===== src/rtl/serial_port_consts.svh =====
// constants of the serial port low control word block
// assumes inclusion by bare name from the design file
`ifndef SERIAL_PORT_CONSTS_SVH
`define SERIAL_PORT_CONSTS_SVH
// register byte offsets on the wishbone bus
`define OFS_CTRL_LOW    6'h00
`define OFS_CTRL_HIGH   6'h04
`define OFS_STATUS      6'h08
`define OFS_TX_LOW      6'h0c
`define OFS_TX_HIGH     6'h10
`define OFS_RX_LOW      6'h14
`define OFS_RX_HIGH     6'h18
// low control word fields
`define BIT_ON          15
`define BIT_UNUSED14    14
`define BIT_IDLE_STOP   13
`define BIT_OUT_REL     12
`define BIT_WIDE        11
`define BIT_MIDDLE      10
`define BIT_EDGE        8
`define BIT_SS_USE      7
`define BIT_POL         6
`define BIT_MCLK_SRC    2
// high control word fields
`define BIT_AUDIO       15
`define BIT_FRAMED      14
`define BIT_DSP         1
`define BIT_FSYNC_PW    0
// status word fields
`define BIT_RX_OVF      6
`define BIT_RX_FULL     0
// reset values and writable bit masks
`define CTRL_LOW_RST    16'h0000
`define CTRL_HIGH_RST   16'h0000
`define CTRL_LOW_MASK   16'hbfff
`define CTRL_HIGH_MASK  16'hc003
`endif


===== src/rtl/serial_port_pkg.sv =====
// types of the serial port low control word block
// assumes nothing beyond a sv compiler
package serial_port_pkg;
	typedef enum logic [1:0] {
		st_off   = 2'b00,
		st_wait  = 2'b01,
		st_shift = 2'b10
	} shift_state_t;
endpackage


===== src/rtl/serial_port_control_low.sv =====
// serial port slave shifter steered by the low and high control words
// assumes a classic wishbone master on clk; link pins are asynchronous
//
// The implementer's own choices: the register offsets and the Wishbone slave port.
`timescale 1ns/1ps
`include "serial_port_consts.svh"

module serial_port_control_low (
	input  wire logic        clk,
	input  wire logic        rst,
	input  wire logic        wb_cyc_i,
	input  wire logic        wb_stb_i,
	input  wire logic        wb_we_i,
	input  wire logic [5:0]  wb_adr_i,
	input  wire logic [3:0]  wb_sel_i,
	input  wire logic [31:0] wb_dat_i,
	output logic      [31:0] wb_dat_o,
	output logic             wb_ack_o,
	input  wire logic        cpu_idle,
	input  wire logic        sck_in,
	input  wire logic        ss_n_in,
	input  wire logic        sdi_in,
	output logic             serial_out_pin,
	output logic             serial_out_pin_oe,
	output logic             left_right_clock
);

	////////////////////////////////////////////////////////////////////
	// decode helpers

	// data bits per word
	function automatic logic [5:0] data_bits(input logic audio,
		input logic wide, input logic middle);
		logic [5:0] n;
		n = 6'h08;
		if (!audio) begin
			n = wide ? 6'h20 : (middle ? 6'h10 : 6'h08);
		end else begin
			unique case ({wide, middle})
				2'b11: n = 6'h18;
				2'b10: n = 6'h20;
				2'b01: n = 6'h10;
				2'b00: n = 6'h10;
			endcase
		end
		return n;
	endfunction

	// bits per channel slot; equals the word in plain mode
	function automatic logic [5:0] chan_bits(input logic audio,
		input logic wide, input logic middle);
		logic [5:0] n;
		n = data_bits(audio, wide, middle);
		if (audio) begin
			n = (wide | middle) ? 6'h20 : 6'h10;
		end
		return n;
	endfunction

	////////////////////////////////////////////////////////////////////
	// registers

	logic [15:0] ctrl_low_reg;
	logic [15:0] ctrl_high_reg;
	logic [15:0] tx_low_reg;
	logic [15:0] tx_high_reg;
	logic [31:0] rx_reg;
	logic        tx_low_written_reg;
	logic        tx_high_written_reg;
	logic        rx_full_reg;
	logic        receive_overflow_flag;

	logic bus_req;
	logic bus_wr;
	logic word_done;
	logic load_word;
	assign bus_req = wb_cyc_i & wb_stb_i & ~wb_ack_o;
	assign bus_wr  = bus_req & wb_we_i;

	logic serial_port_on;
	logic idle_stop_sel;
	logic out_pin_release;
	logic wide_word_sel;
	logic middle_word_sel;
	logic audio_protocol_on;
	logic framed_operation_on;
	logic slave_select_usage;
	logic edge_eff;
	logic dsp_mode;
	logic frame_sync_pulse_width;
	assign serial_port_on         = ctrl_low_reg[`BIT_ON];
	assign idle_stop_sel          = ctrl_low_reg[`BIT_IDLE_STOP];
	assign out_pin_release        = ctrl_low_reg[`BIT_OUT_REL];
	assign wide_word_sel          = ctrl_low_reg[`BIT_WIDE];
	assign middle_word_sel        = ctrl_low_reg[`BIT_MIDDLE];
	assign audio_protocol_on      = ctrl_high_reg[`BIT_AUDIO];
	assign framed_operation_on    = ctrl_high_reg[`BIT_FRAMED];
	assign dsp_mode               = ctrl_high_reg[`BIT_DSP];
	assign frame_sync_pulse_width = ctrl_high_reg[`BIT_FSYNC_PW];
	// audio behaves as edge select zero whatever is stored
	assign edge_eff = ctrl_low_reg[`BIT_EDGE] & ~audio_protocol_on;
	// framed mode never looks at the slave select usage bit
	assign slave_select_usage = ctrl_low_reg[`BIT_SS_USE] &
		~framed_operation_on;

	// low control word; only the lower byte lane pair matters
	always_ff @(posedge clk) begin
		if (rst) begin
			ctrl_low_reg <= `CTRL_LOW_RST;
		end else if (bus_wr && wb_adr_i == `OFS_CTRL_LOW) begin
			if (wb_sel_i[1]) begin
				ctrl_low_reg[15:8] <= wb_dat_i[15:8] &
					8'(`CTRL_LOW_MASK >> 8);
			end
			if (wb_sel_i[0]) begin
				ctrl_low_reg[7:3] <= wb_dat_i[7:3];
				ctrl_low_reg[1:0] <= wb_dat_i[1:0];
				// source select is frozen while the port runs
				if (!serial_port_on) begin
					ctrl_low_reg[`BIT_MCLK_SRC] <=
						wb_dat_i[`BIT_MCLK_SRC];
				end
			end
		end
	end

	// high control word: audio, framed, dsp format and sync width
	always_ff @(posedge clk) begin
		if (rst) begin
			ctrl_high_reg <= `CTRL_HIGH_RST;
		end else if (bus_wr && wb_adr_i == `OFS_CTRL_HIGH) begin
			if (wb_sel_i[1]) begin
				ctrl_high_reg[15:8] <= wb_dat_i[15:8] &
					8'(`CTRL_HIGH_MASK >> 8);
			end
			if (wb_sel_i[0]) begin
				ctrl_high_reg[7:0] <= wb_dat_i[7:0] &
					8'(`CTRL_HIGH_MASK);
			end
		end
	end

	// transmit halves and their written marks
	always_ff @(posedge clk) begin
		if (rst || !serial_port_on) begin
			tx_low_reg          <= 16'h0000;
			tx_high_reg         <= 16'h0000;
			tx_low_written_reg  <= 1'b0;
			tx_high_written_reg <= 1'b0;
		end else begin
			if (load_word) begin
				tx_low_written_reg  <= 1'b0;
				tx_high_written_reg <= 1'b0;
			end
			if (bus_wr && wb_adr_i == `OFS_TX_LOW) begin
				tx_low_reg         <= wb_dat_i[15:0];
				tx_low_written_reg <= 1'b1;
			end
			if (bus_wr && wb_adr_i == `OFS_TX_HIGH) begin
				tx_high_reg         <= wb_dat_i[15:0];
				tx_high_written_reg <= 1'b1;
			end
		end
	end

	////////////////////////////////////////////////////////////////////
	// link pin synchronisers

	logic [1:0] sck_sync;
	logic [1:0] ss_sync;
	logic [1:0] sdi_sync;
	logic       sck_last;
	always_ff @(posedge clk) begin
		if (rst) begin
			sck_sync <= 2'b00;
			ss_sync  <= 2'b11;
			sdi_sync <= 2'b00;
			sck_last <= 1'b0;
		end else begin
			sck_sync <= {sck_sync[0], sck_in};
			ss_sync  <= {ss_sync[0], ss_n_in};
			sdi_sync <= {sdi_sync[0], sdi_in};
			sck_last <= sck_sync[1];
		end
	end

	logic sck_lvl;
	logic lead_edge;
	logic trail_edge;
	logic launch_edge;
	logic sample_edge;
	logic selected;
	logic running;
	// idle clock level set by the polarity bit
	assign sck_lvl     = sck_sync[1] ^ ctrl_low_reg[`BIT_POL];
	assign lead_edge   = sck_lvl & ~(sck_last ^ ctrl_low_reg[`BIT_POL]);
	assign trail_edge  = ~sck_lvl & (sck_last ^ ctrl_low_reg[`BIT_POL]);
	assign launch_edge = edge_eff ? trail_edge : lead_edge;
	assign sample_edge = edge_eff ? lead_edge : trail_edge;
	assign selected    = ~slave_select_usage | ~ss_sync[1];
	// halted shifting in idle only when asked; state is kept
	assign running = serial_port_on & ~(idle_stop_sel & cpu_idle);

	////////////////////////////////////////////////////////////////////
	// shifter

	serial_port_pkg::shift_state_t state_reg;
	logic [31:0] shift_out_reg;
	logic [31:0] shift_in_reg;
	logic [5:0]  bit_cnt_reg;
	logic [5:0]  chan_cnt_reg;
	logic        chan_sel_reg;
	logic [5:0]  dbits;
	logic [5:0]  cbits;
	logic        tx_ready;
	assign dbits = data_bits(audio_protocol_on, wide_word_sel,
		middle_word_sel);
	assign cbits = chan_bits(audio_protocol_on, wide_word_sel,
		middle_word_sel);
	// audio waits for both halves, plain wide words too
	assign tx_ready = tx_low_written_reg & (tx_high_written_reg |
		~(audio_protocol_on | wide_word_sel));
	assign load_word = running && state_reg == serial_port_pkg::st_wait &&
		tx_ready && selected;
	assign word_done = running && state_reg == serial_port_pkg::st_shift &&
		sample_edge && chan_cnt_reg == cbits - 6'h01;

	// word state: off clears everything, wait for data, shift
	always_ff @(posedge clk) begin
		if (rst || !serial_port_on) begin
			state_reg     <= serial_port_pkg::st_off;
			shift_out_reg <= 32'h0000_0000;
			shift_in_reg  <= 32'h0000_0000;
			bit_cnt_reg   <= 6'h00;
			chan_cnt_reg  <= 6'h00;
			chan_sel_reg  <= 1'b0;
		end else if (running) begin
			unique case (state_reg)
				serial_port_pkg::st_off: begin
					state_reg <= serial_port_pkg::st_wait;
				end
				serial_port_pkg::st_wait: begin
					if (load_word) begin
						// msb first, left justified in the slot
						shift_out_reg <= {tx_high_reg, tx_low_reg} <<
							(6'h20 - dbits);
						bit_cnt_reg   <= 6'h00;
						chan_cnt_reg  <= 6'h00;
						state_reg     <= serial_port_pkg::st_shift;
					end
				end
				serial_port_pkg::st_shift: begin
					if (launch_edge && chan_cnt_reg != 6'h00) begin
						shift_out_reg <= {shift_out_reg[30:0], 1'b0};
					end
					if (sample_edge) begin
						if (bit_cnt_reg < dbits) begin
							shift_in_reg <= {shift_in_reg[30:0],
								sdi_sync[1]};
							bit_cnt_reg  <= bit_cnt_reg + 6'h01;
						end
						chan_cnt_reg <= chan_cnt_reg + 6'h01;
						if (word_done) begin
							chan_sel_reg <= ~chan_sel_reg;
							state_reg    <= serial_port_pkg::st_wait;
						end
					end
				end
				default: state_reg <= serial_port_pkg::st_off;
			endcase
		end
	end

	// receive word and overflow; set wins over software clear
	always_ff @(posedge clk) begin
		if (rst || !serial_port_on) begin
			rx_reg                <= 32'h0000_0000;
			rx_full_reg           <= 1'b0;
			receive_overflow_flag <= 1'b0;
		end else begin
			if (bus_req && !wb_we_i && wb_adr_i == `OFS_RX_LOW) begin
				rx_full_reg <= 1'b0;
			end
			if (bus_wr && wb_adr_i == `OFS_STATUS &&
				wb_sel_i[0] && wb_dat_i[`BIT_RX_OVF]) begin
				receive_overflow_flag <= 1'b0;
			end
			if (word_done) begin
				if (rx_full_reg) begin
					receive_overflow_flag <= 1'b1;
				end else begin
					rx_reg      <= {shift_in_reg[30:0], sdi_sync[1]};
					rx_full_reg <= 1'b1;
				end
			end
		end
	end

	////////////////////////////////////////////////////////////////////
	// pin outputs

	// data out driven only while on, selected and not released
	always_ff @(posedge clk) begin
		if (rst) begin
			serial_out_pin    <= 1'b0;
			serial_out_pin_oe <= 1'b0;
		end else begin
			serial_out_pin    <= shift_out_reg[31];
			serial_out_pin_oe <= serial_port_on & ~out_pin_release &
				selected;
		end
	end

	// lr clock: channel halves, or a sync pulse in dsp format
	always_ff @(posedge clk) begin
		if (rst || !serial_port_on || !audio_protocol_on) begin
			left_right_clock <= 1'b0;
		end else if (dsp_mode) begin
			// slot length plays no part here
			left_right_clock <= state_reg == serial_port_pkg::st_shift &&
				!chan_sel_reg && (frame_sync_pulse_width ?
				bit_cnt_reg < dbits : chan_cnt_reg == 6'h00);
		end else begin
			left_right_clock <= chan_sel_reg;
		end
	end

	////////////////////////////////////////////////////////////////////
	// wishbone answer: ack one cycle after the request, then drop

	always_ff @(posedge clk) begin
		if (rst) begin
			wb_ack_o <= 1'b0;
			wb_dat_o <= 32'h0000_0000;
		end else begin
			wb_ack_o <= bus_req;
			wb_dat_o <= 32'h0000_0000;
			if (bus_req && !wb_we_i) begin
				unique case (wb_adr_i)
					// bit 14 has no storage so it reads zero
					`OFS_CTRL_LOW:  wb_dat_o <= {16'h0000,
						ctrl_low_reg & `CTRL_LOW_MASK};
					`OFS_CTRL_HIGH: wb_dat_o <= {16'h0000, ctrl_high_reg};
					`OFS_STATUS:    wb_dat_o <= {25'h0000000,
						receive_overflow_flag, 5'h00, rx_full_reg};
					`OFS_TX_LOW:    wb_dat_o <= {16'h0000, tx_low_reg};
					`OFS_TX_HIGH:   wb_dat_o <= {16'h0000, tx_high_reg};
					`OFS_RX_LOW:    wb_dat_o <= {16'h0000, rx_reg[15:0]};
					`OFS_RX_HIGH:   wb_dat_o <= {16'h0000, rx_reg[31:16]};
					default:        wb_dat_o <= 32'h0000_0000;
				endcase
			end
		end
	end

endmodule


===== config.mk =====
export PLATFORM = sky130hd
export DESIGN_NAME = serial_port_control_low
export DESIGN_NICKNAME = d
export VERILOG_FILES = /design/src/rtl/serial_port_pkg.sv /design/src/rtl/serial_port_control_low.sv
export VERILOG_INCLUDE_DIRS = /design/src /design/src/rtl
export SDC_FILE = /design/constraint.sdc
export NUM_CORES = 1
export LEC_CHECK = 0
export ABC_AREA = 1
export BUFFER_PORTS_ARGS = -buffer_cell sky130_fd_sc_hd__buf_2
export CELL_PAD_IN_SITES_DETAIL_PLACEMENT = 0
export CELL_PAD_IN_SITES_GLOBAL_PLACEMENT = 1
export CORE_MARGIN = 2
export CORE_UTILIZATION = 25
export DETAILED_ROUTE_END_ITERATION = 10
export PLACE_DENSITY_LB_ADDON = 0.1
export SLEW_MARGIN = 20
export SYNTH_ARGS = -nofsm -noshare
export SYNTH_HDL_FRONTEND = slang
export SYNTH_SLANG_ARGS = --single-unit

===== constraint.sdc =====
create_clock -name clk -period 2.1 [get_ports clk]
set_input_delay 0 -clock clk [delete_from_list [all_inputs] [get_ports clk]]
set_output_delay 0 -clock clk [all_outputs]
set_load 0.02 [all_outputs]

Word level (Yosys, flattened, before mapping)
Cells that the tools add are included.
{ "totals": {"word_cells": 161, "out_inout_bits": 36, "reg_bits": 208} }
{ "classes": {"bitwise_logic": 32, "mux": 33, "reduce_logical": 46, "eq_ne": 17, "order_cmp": 1, "n_addsub": 4, "n_shift": 1} }
{ "op_table": {"columns": ["op", "n"], "rows": [
  ["$pmux 16 s7", 1],
  ["$mux 32", 2],
  ["$pmux 32 s2", 1],
  ["$mux 6", 8],
  ["$shl 32x6->32", 1],
  ["$pmux 6 s2", 2],
  ["$reduce_and 4->1", 5],
  ["$eq 6x5->1 const B", 3],
  ["$logic_and 1x1->1", 18],
  ["$pmux 6 s3", 1],
  ["$not 1->1", 14],
  ["$mux 1", 13],
  ["$add 6x1->6 const B", 2],
  ["$and 1x1->1", 12],
  ["$eq 6x4->1 const B", 2],
  ["$logic_not 6->1", 2],
  ["$ne 2x2->1 const B", 5],
  ["$reduce_and 2->1", 5],
  ["$eq 2x2->1 const B", 3],
  ["$eq 6x3->1 const B", 1],
  ["$eq 6x6->1", 1],
  ["$lt 6x6->1", 1],
  ["$mux 2", 3],
  ["$pmux 2 s3", 1],
  ["14 further kinds", 27]
]} }

Longest topological paths before layout
{ "depth": {"word_depth": 9, "depth_mapped": 15} }

Worst setup path before layout
OpenSTA, ideal clock, no wires.
{ "synth_path": {"path_type": "reg-to-reg", "start": "reg ctrl_high_reg[15]", "end": "reg shift_out_reg[19]", "path_stages_with_launch": 14, "arrival_ns": 2.163, "setup_ns": 0.117, "setup_slack_ns": -0.180, "cell_sequence": "dfxtp_1 -> nor2_1 -> nand2_2 -> nand2_2 -> inv_2 -> buf_2 -> ha_1 -> clkbuf_1 -> clkbuf_1 -> nand2_1 -> nand3_1 -> nand2_1 -> a21oi_1 -> nor2_1"} }
{ "synth_between": {"elab_chain_len": 8, "word_cells_on_any_way": 18, "cone_classes": "add/sub: 1; eq/ne: 2; shift: 1; mux: 4; bitwise: 6; reduce/logical: 4"} }
{ "synth_rtl": {"columns": ["element", "line", "rtl"], "rows": [
  ["start, declared", "serial_port_control_low.sv:64", "logic [15:0] ctrl_high_reg;"],
  ["start signal, assigned", "serial_port_control_low.sv:130", "ctrl_high_reg <= `CTRL_HIGH_RST;"],
  ["start signal, assigned", "serial_port_control_low.sv:133", "ctrl_high_reg[15:8] <= wb_dat_i[15:8] &"],
  ["branches (longest 8 deep; another with $sub 6x6->6)", null, null],
  ["end signal, assigned", "serial_port_control_low.sv:245", "shift_out_reg <= {tx_high_reg, tx_low_reg} <<"],
  ["end signal, assigned", "serial_port_control_low.sv:254", "shift_out_reg <= {shift_out_reg[30:0], 1'b0};"],
  ["end, declared", "serial_port_control_low.sv:208", "logic [31:0] shift_out_reg;"]
]} }
Several ways; the timed one is not identified. The select of a mux whose other input is x is not followed.
A chain may end at the register's enable or synchronous reset.

Final worst setup path
{ "layout_path": {"start": "reg ctrl_low_reg[10]", "end": "reg rx_reg[26]"} }
{ "layout_between": {"elab_chain_len": 7, "word_cells_on_any_way": 9, "cone_classes": "add/sub: 1; eq/ne: 1; mux: 4; bitwise: 1; reduce/logical: 2"} }
{ "layout_rtl": {"columns": ["element", "line", "rtl"], "rows": [
  ["start, declared", "serial_port_control_low.sv:63", "logic [15:0] ctrl_low_reg;"],
  ["start signal, assigned", "serial_port_control_low.sv:109", "ctrl_low_reg <= `CTRL_LOW_RST;"],
  ["start signal, assigned", "serial_port_control_low.sv:112", "ctrl_low_reg[15:8] <= wb_dat_i[15:8] &"],
  ["start signal, assigned by index", "serial_port_control_low.sv:120", "ctrl_low_reg[`BIT_MCLK_SRC] <="],
  ["$mux 5 / $or 1x1->1 (equally long branches)", "serial_port_control_low.sv:37, serial_port_control_low.sv:55", null],
  ["$mux 6 (on tied branches)", "serial_port_control_low.sv:37, serial_port_control_low.sv:55", null],
  ["$mux 6 (*)", "serial_port_control_low.sv:54", "if (audio) begin"],
  ["$sub 6x1->6 (*)", "serial_port_control_low.sv:226", "sample_edge && chan_cnt_reg == cbits - 6'h01;"],
  ["$eq 6x6->1 (*)", "serial_port_control_low.sv:226", null],
  ["$logic_and 1x1->1 (*)", "serial_port_control_low.sv:226", null],
  ["$reduce_and 2->1 (no line) (*)", null, null],
  ["end signal, assigned", "serial_port_control_low.sv:292", "rx_reg <= {shift_in_reg[30:0], sdi_sync[1]};"],
  ["end, declared", "serial_port_control_low.sv:67", "logic [31:0] rx_reg;"]
]} }
Mark *: on every way between the ends. The rest lies on a longest branch, timed or not.

==> flow_metrics.env <==
export IMPL_worstPathRequired_ns=2.44
export IMPL_grtUsageTotal_pct=17.2
export IMPL_drt_iter0_markers=420
export IMPL_grt_max_degree=103
export IMPL_r2r_start="ctrl_low_reg[10]"
export IMPL_first_pass_iters=5
export IMPL_vias=8110
export IMPL_final_nets=1348
export IMPL_synthTopCellsByCount="nand2_1 (198), dfxtp_1 (192), nor2_1 (175), a21oi_1 (134), o21ai_0 (120)"
export IMPL_holdPathEnd="rx_full_reg"
export IMPL_drcViolationCount=0
export IMPL_startpoint_type="flip-flop"
export IMPL_holdWs_ns=0.0694
export IMPL_pin_count=87
export IMPL_synth_area_mux_share_pct=0
export IMPL_synth_top_family_by_area="simple AND/OR/NAND/NOR gates"
export IMPL_ctsRootBufferMaster="clkbuf_16"
export IMPL_synth_adder_area_share_pct=1.02
export IMPL_cts_buffers=17
export IMPL_yosysSeqAreaShare_pct=44.7
export IMPL_netlist_area_leader_share_pct=44.7
export IMPL_yosysUniqueCellTypes=39
export IMPL_yosysMostFrequentCell="nand2_1"
export IMPL_hold_viol=0
export IMPL_layoutNonFillerInstCount=1751
export IMPL_synth_compound_area_share_pct=20.8
export IMPL_syn_to_final_growth_pct=28.4
export IMPL_cts_buffer_depth=2
export IMPL_skew_ns=0.0143
export IMPL_start_util_pct=25.5
export IMPL_hp_class="primary input to flip-flop"
export IMPL_yosys_warnings=0
export IMPL_drv_cap=0
export IMPL_drtAntennaViolNets=0
export IMPL_async_reset_ff_share_pct=0
export IMPL_core_um2=33700
export IMPL_antenna_cells=0
export IMPL_port_buffers=52
export IMPL_synth_seq_cells=192
export IMPL_slew_headroom_pct=43.7
export IMPL_crit_arrival_ns=2.46
export IMPL_hold_path_cell_count=5
export IMPL_wirelength_mm=32.0
export IMPL_status="finished, violations left"
export IMPL_ir_drop_v=0.000595
export IMPL_post_drt_wl_per_cell_um=18.3
export IMPL_cts_sinks=192
export IMPL_hpwl_mm=22.0
export IMPL_leakage_nw=4.12
export IMPL_ff2ff_path_depth=15
export IMPL_syn_area_per_cell_um2=7.26
export IMPL_violations="negative setup slack"
export IMPL_vias_per_cell=4.63
export IMPL_antenna_found_initial=0
export IMPL_place_congestion=0.775
export IMPL_grt_pass1_vias=7829
export IMPL_syn_instance_count=1184
export IMPL_period_share_pct=101
export IMPL_grt_pass1_wl_mm=47.2
export IMPL_die_area_um2=35900
export IMPL_cts_tree="yes"
export IMPL_synth_flop_cell="dfxtp_1"
export IMPL_synth_enable_flop_cells=0
export IMPL_yosys_area_share_simple_pct=24.3
export IMPL_synth_xor_area_share_pct=0.815
export IMPL_worst_pin_slew_ns=0.844
export IMPL_worst_setup_path_end_kind="flip-flop"
export IMPL_maxSlewViolCount=0
export IMPL_overflow=0
export IMPL_htreeDepth=4
export IMPL_crit_type="flip-flop to flip-flop"
export IMPL_dp_cells=1677
export IMPL_worstHoldStart="wb_adr_i[5]"
export IMPL_rows=67
export IMPL_fmax_ghz=0.471
export IMPL_die_y_um=189
export IMPL_final_util_pct=32.7
export IMPL_drive_gt1_share_pct=17.5
export IMPL_cp_max_fo=10
export IMPL_power_density_nw_per_um2=687
export IMPL_rsz0062_at_grt="true"
export IMPL_synthesis_area_um2=8590
export IMPL_reg2reg_slack_ns=-0.02
export IMPL_setup_ws_ns=-0.0218
export IMPL_synthTopCellsByArea="dfxtp_1 (45%), nand2_1 (8.6%), a21oi_1 (7.8%)"
export IMPL_synth_largest_area_cell="dfxtp_1"
export IMPL_r2r_end="rx_reg[26]"
export IMPL_die_w_um=189
export IMPL_finalCriticalPeriod_ns=2.12
export IMPL_setup_viol=9
export IMPL_path_clk_slew_ns=0.08
export IMPL_insertion_delay_ns=0.45
## layout make-up
cell class | count | area [µm²]
Tap cell | 448 | 561
Inverter | 72 | 280
Fill cell | 3659 | 22700
Clock inverter | 15 | 231
Timing Repair Buffer | 156 | 1390
Sequential cell | 192 | 3850
Multi-Input combinational cell | 851 | 4290
Clock buffer | 17 | 425
## power by group
part	switching (W)	internal, W
sequential	0.00000308	0.00364
clock	0.00158	0.00213
combinational	0.000136	0.0000800
total	0.00172	0.00585
## metal layers
layer	track usage [%]	up-vias	routed length, µm
met5	0	-	0
met4	4.80	0	481
met3	2.41	25	664
met2	28.4	96	15200
met1	23.5	3832	15700
li1	-	4157	-
## worst max-delay path: stages, from the launching register on
cell     delay (ns)
dfxtp_4        0.37
inv_4          0.06
buf_6          0.09
nand2_4        0.06
ha_4           0.24
nand2_2        0.07
nand3_2        0.06
nor2_1         0.11
nand3_1        0.08
nor2_1         0.13
nand2_2        0.13
nor2_8         0.22
inv_8          0.08
buf_12         0.15
nor2_1         0.09
nor2_1         0.05
## stage by stage
| step | worst slack [ns] | area (µm²) | total power (W) | TNS, ns |
|---|---|---|---|---|
| global route | -0.144 | 11000 | 0.00783 | -3.72 |
| global placement | -0.00206 | 9630 | 0.00391 | -0.00206 |
| CTS | -0.000848 | 10600 | 0.00771 | -0.00164 |
| finish | -0.0218 | 11000 | 0.00758 | -0.0672 |
| floorplan | 0.0385 | 8650 | 0.00384 | 0 |
| detailed placement | -0.0380 | 9630 | 0.00391 | -0.420 |
## repair_timing
action                                  4_1_cts  5_1_grt
resized for setup                             9       64
endpoints found under the hold margin        61        0
buffers inserted                              0        6
gates cloned                                  0        8
hold buffers                                 28        0
endpoints found under the setup margin       39       58
pin swaps                                     0        6
## cell families (layout without fill, tap and decap cells)
kind of cell	Yosys count	count (layout)
AND/OR/NAND/NOR	498	498
AO/OA/AOI/OAI	322	322
flip-flops	192	192
buffers and inverters	156	260
XOR/XNOR	8	8
adder cells (fa/ha/maj)	7	7
other	1	16
## how the worst max path moves through the flow
| stage | cells past startpoint | endpoint | start |
|---|---|---|---|
| 2_1_floorplan | 13 | shift_out_reg[28] | ctrl_high_reg[15] |
| 3_3_place_gp | 15 | rx_reg[17] | ctrl_high_reg[15] |
| 3_5_place_dp | 15 | rx_reg[19] | ctrl_low_reg[10] |
| 4_1_cts | 15 | rx_reg[8] | ctrl_low_reg[10] |
| 5_1_grt | 15 | rx_reg[8] | ctrl_high_reg[15] |
| 6_report | 15 | rx_reg[26] | ctrl_low_reg[10] |
## placed cells by master (no fill, tap or decap), drive strengths merged, types with 2 or more instances in the layout
master and count:
clkinv 2, clkbuf 24, inv 76, o21bai 2, o211ai 14, dlygate4sd3 28
a22oi 19, clkinvlp 4, buf 121, dfxtp 192, bufinv 5, or2 4
nand3 95, a31oi 12, nand2 203, a41oi 7, ha 7, nand4 9
a21boi 3, xnor2 4, a21oi 135, nor3 4, xor2 4, nor2 182
o22ai 4, conb 16, o21ai 124
(Power assumes the default switching activity.)
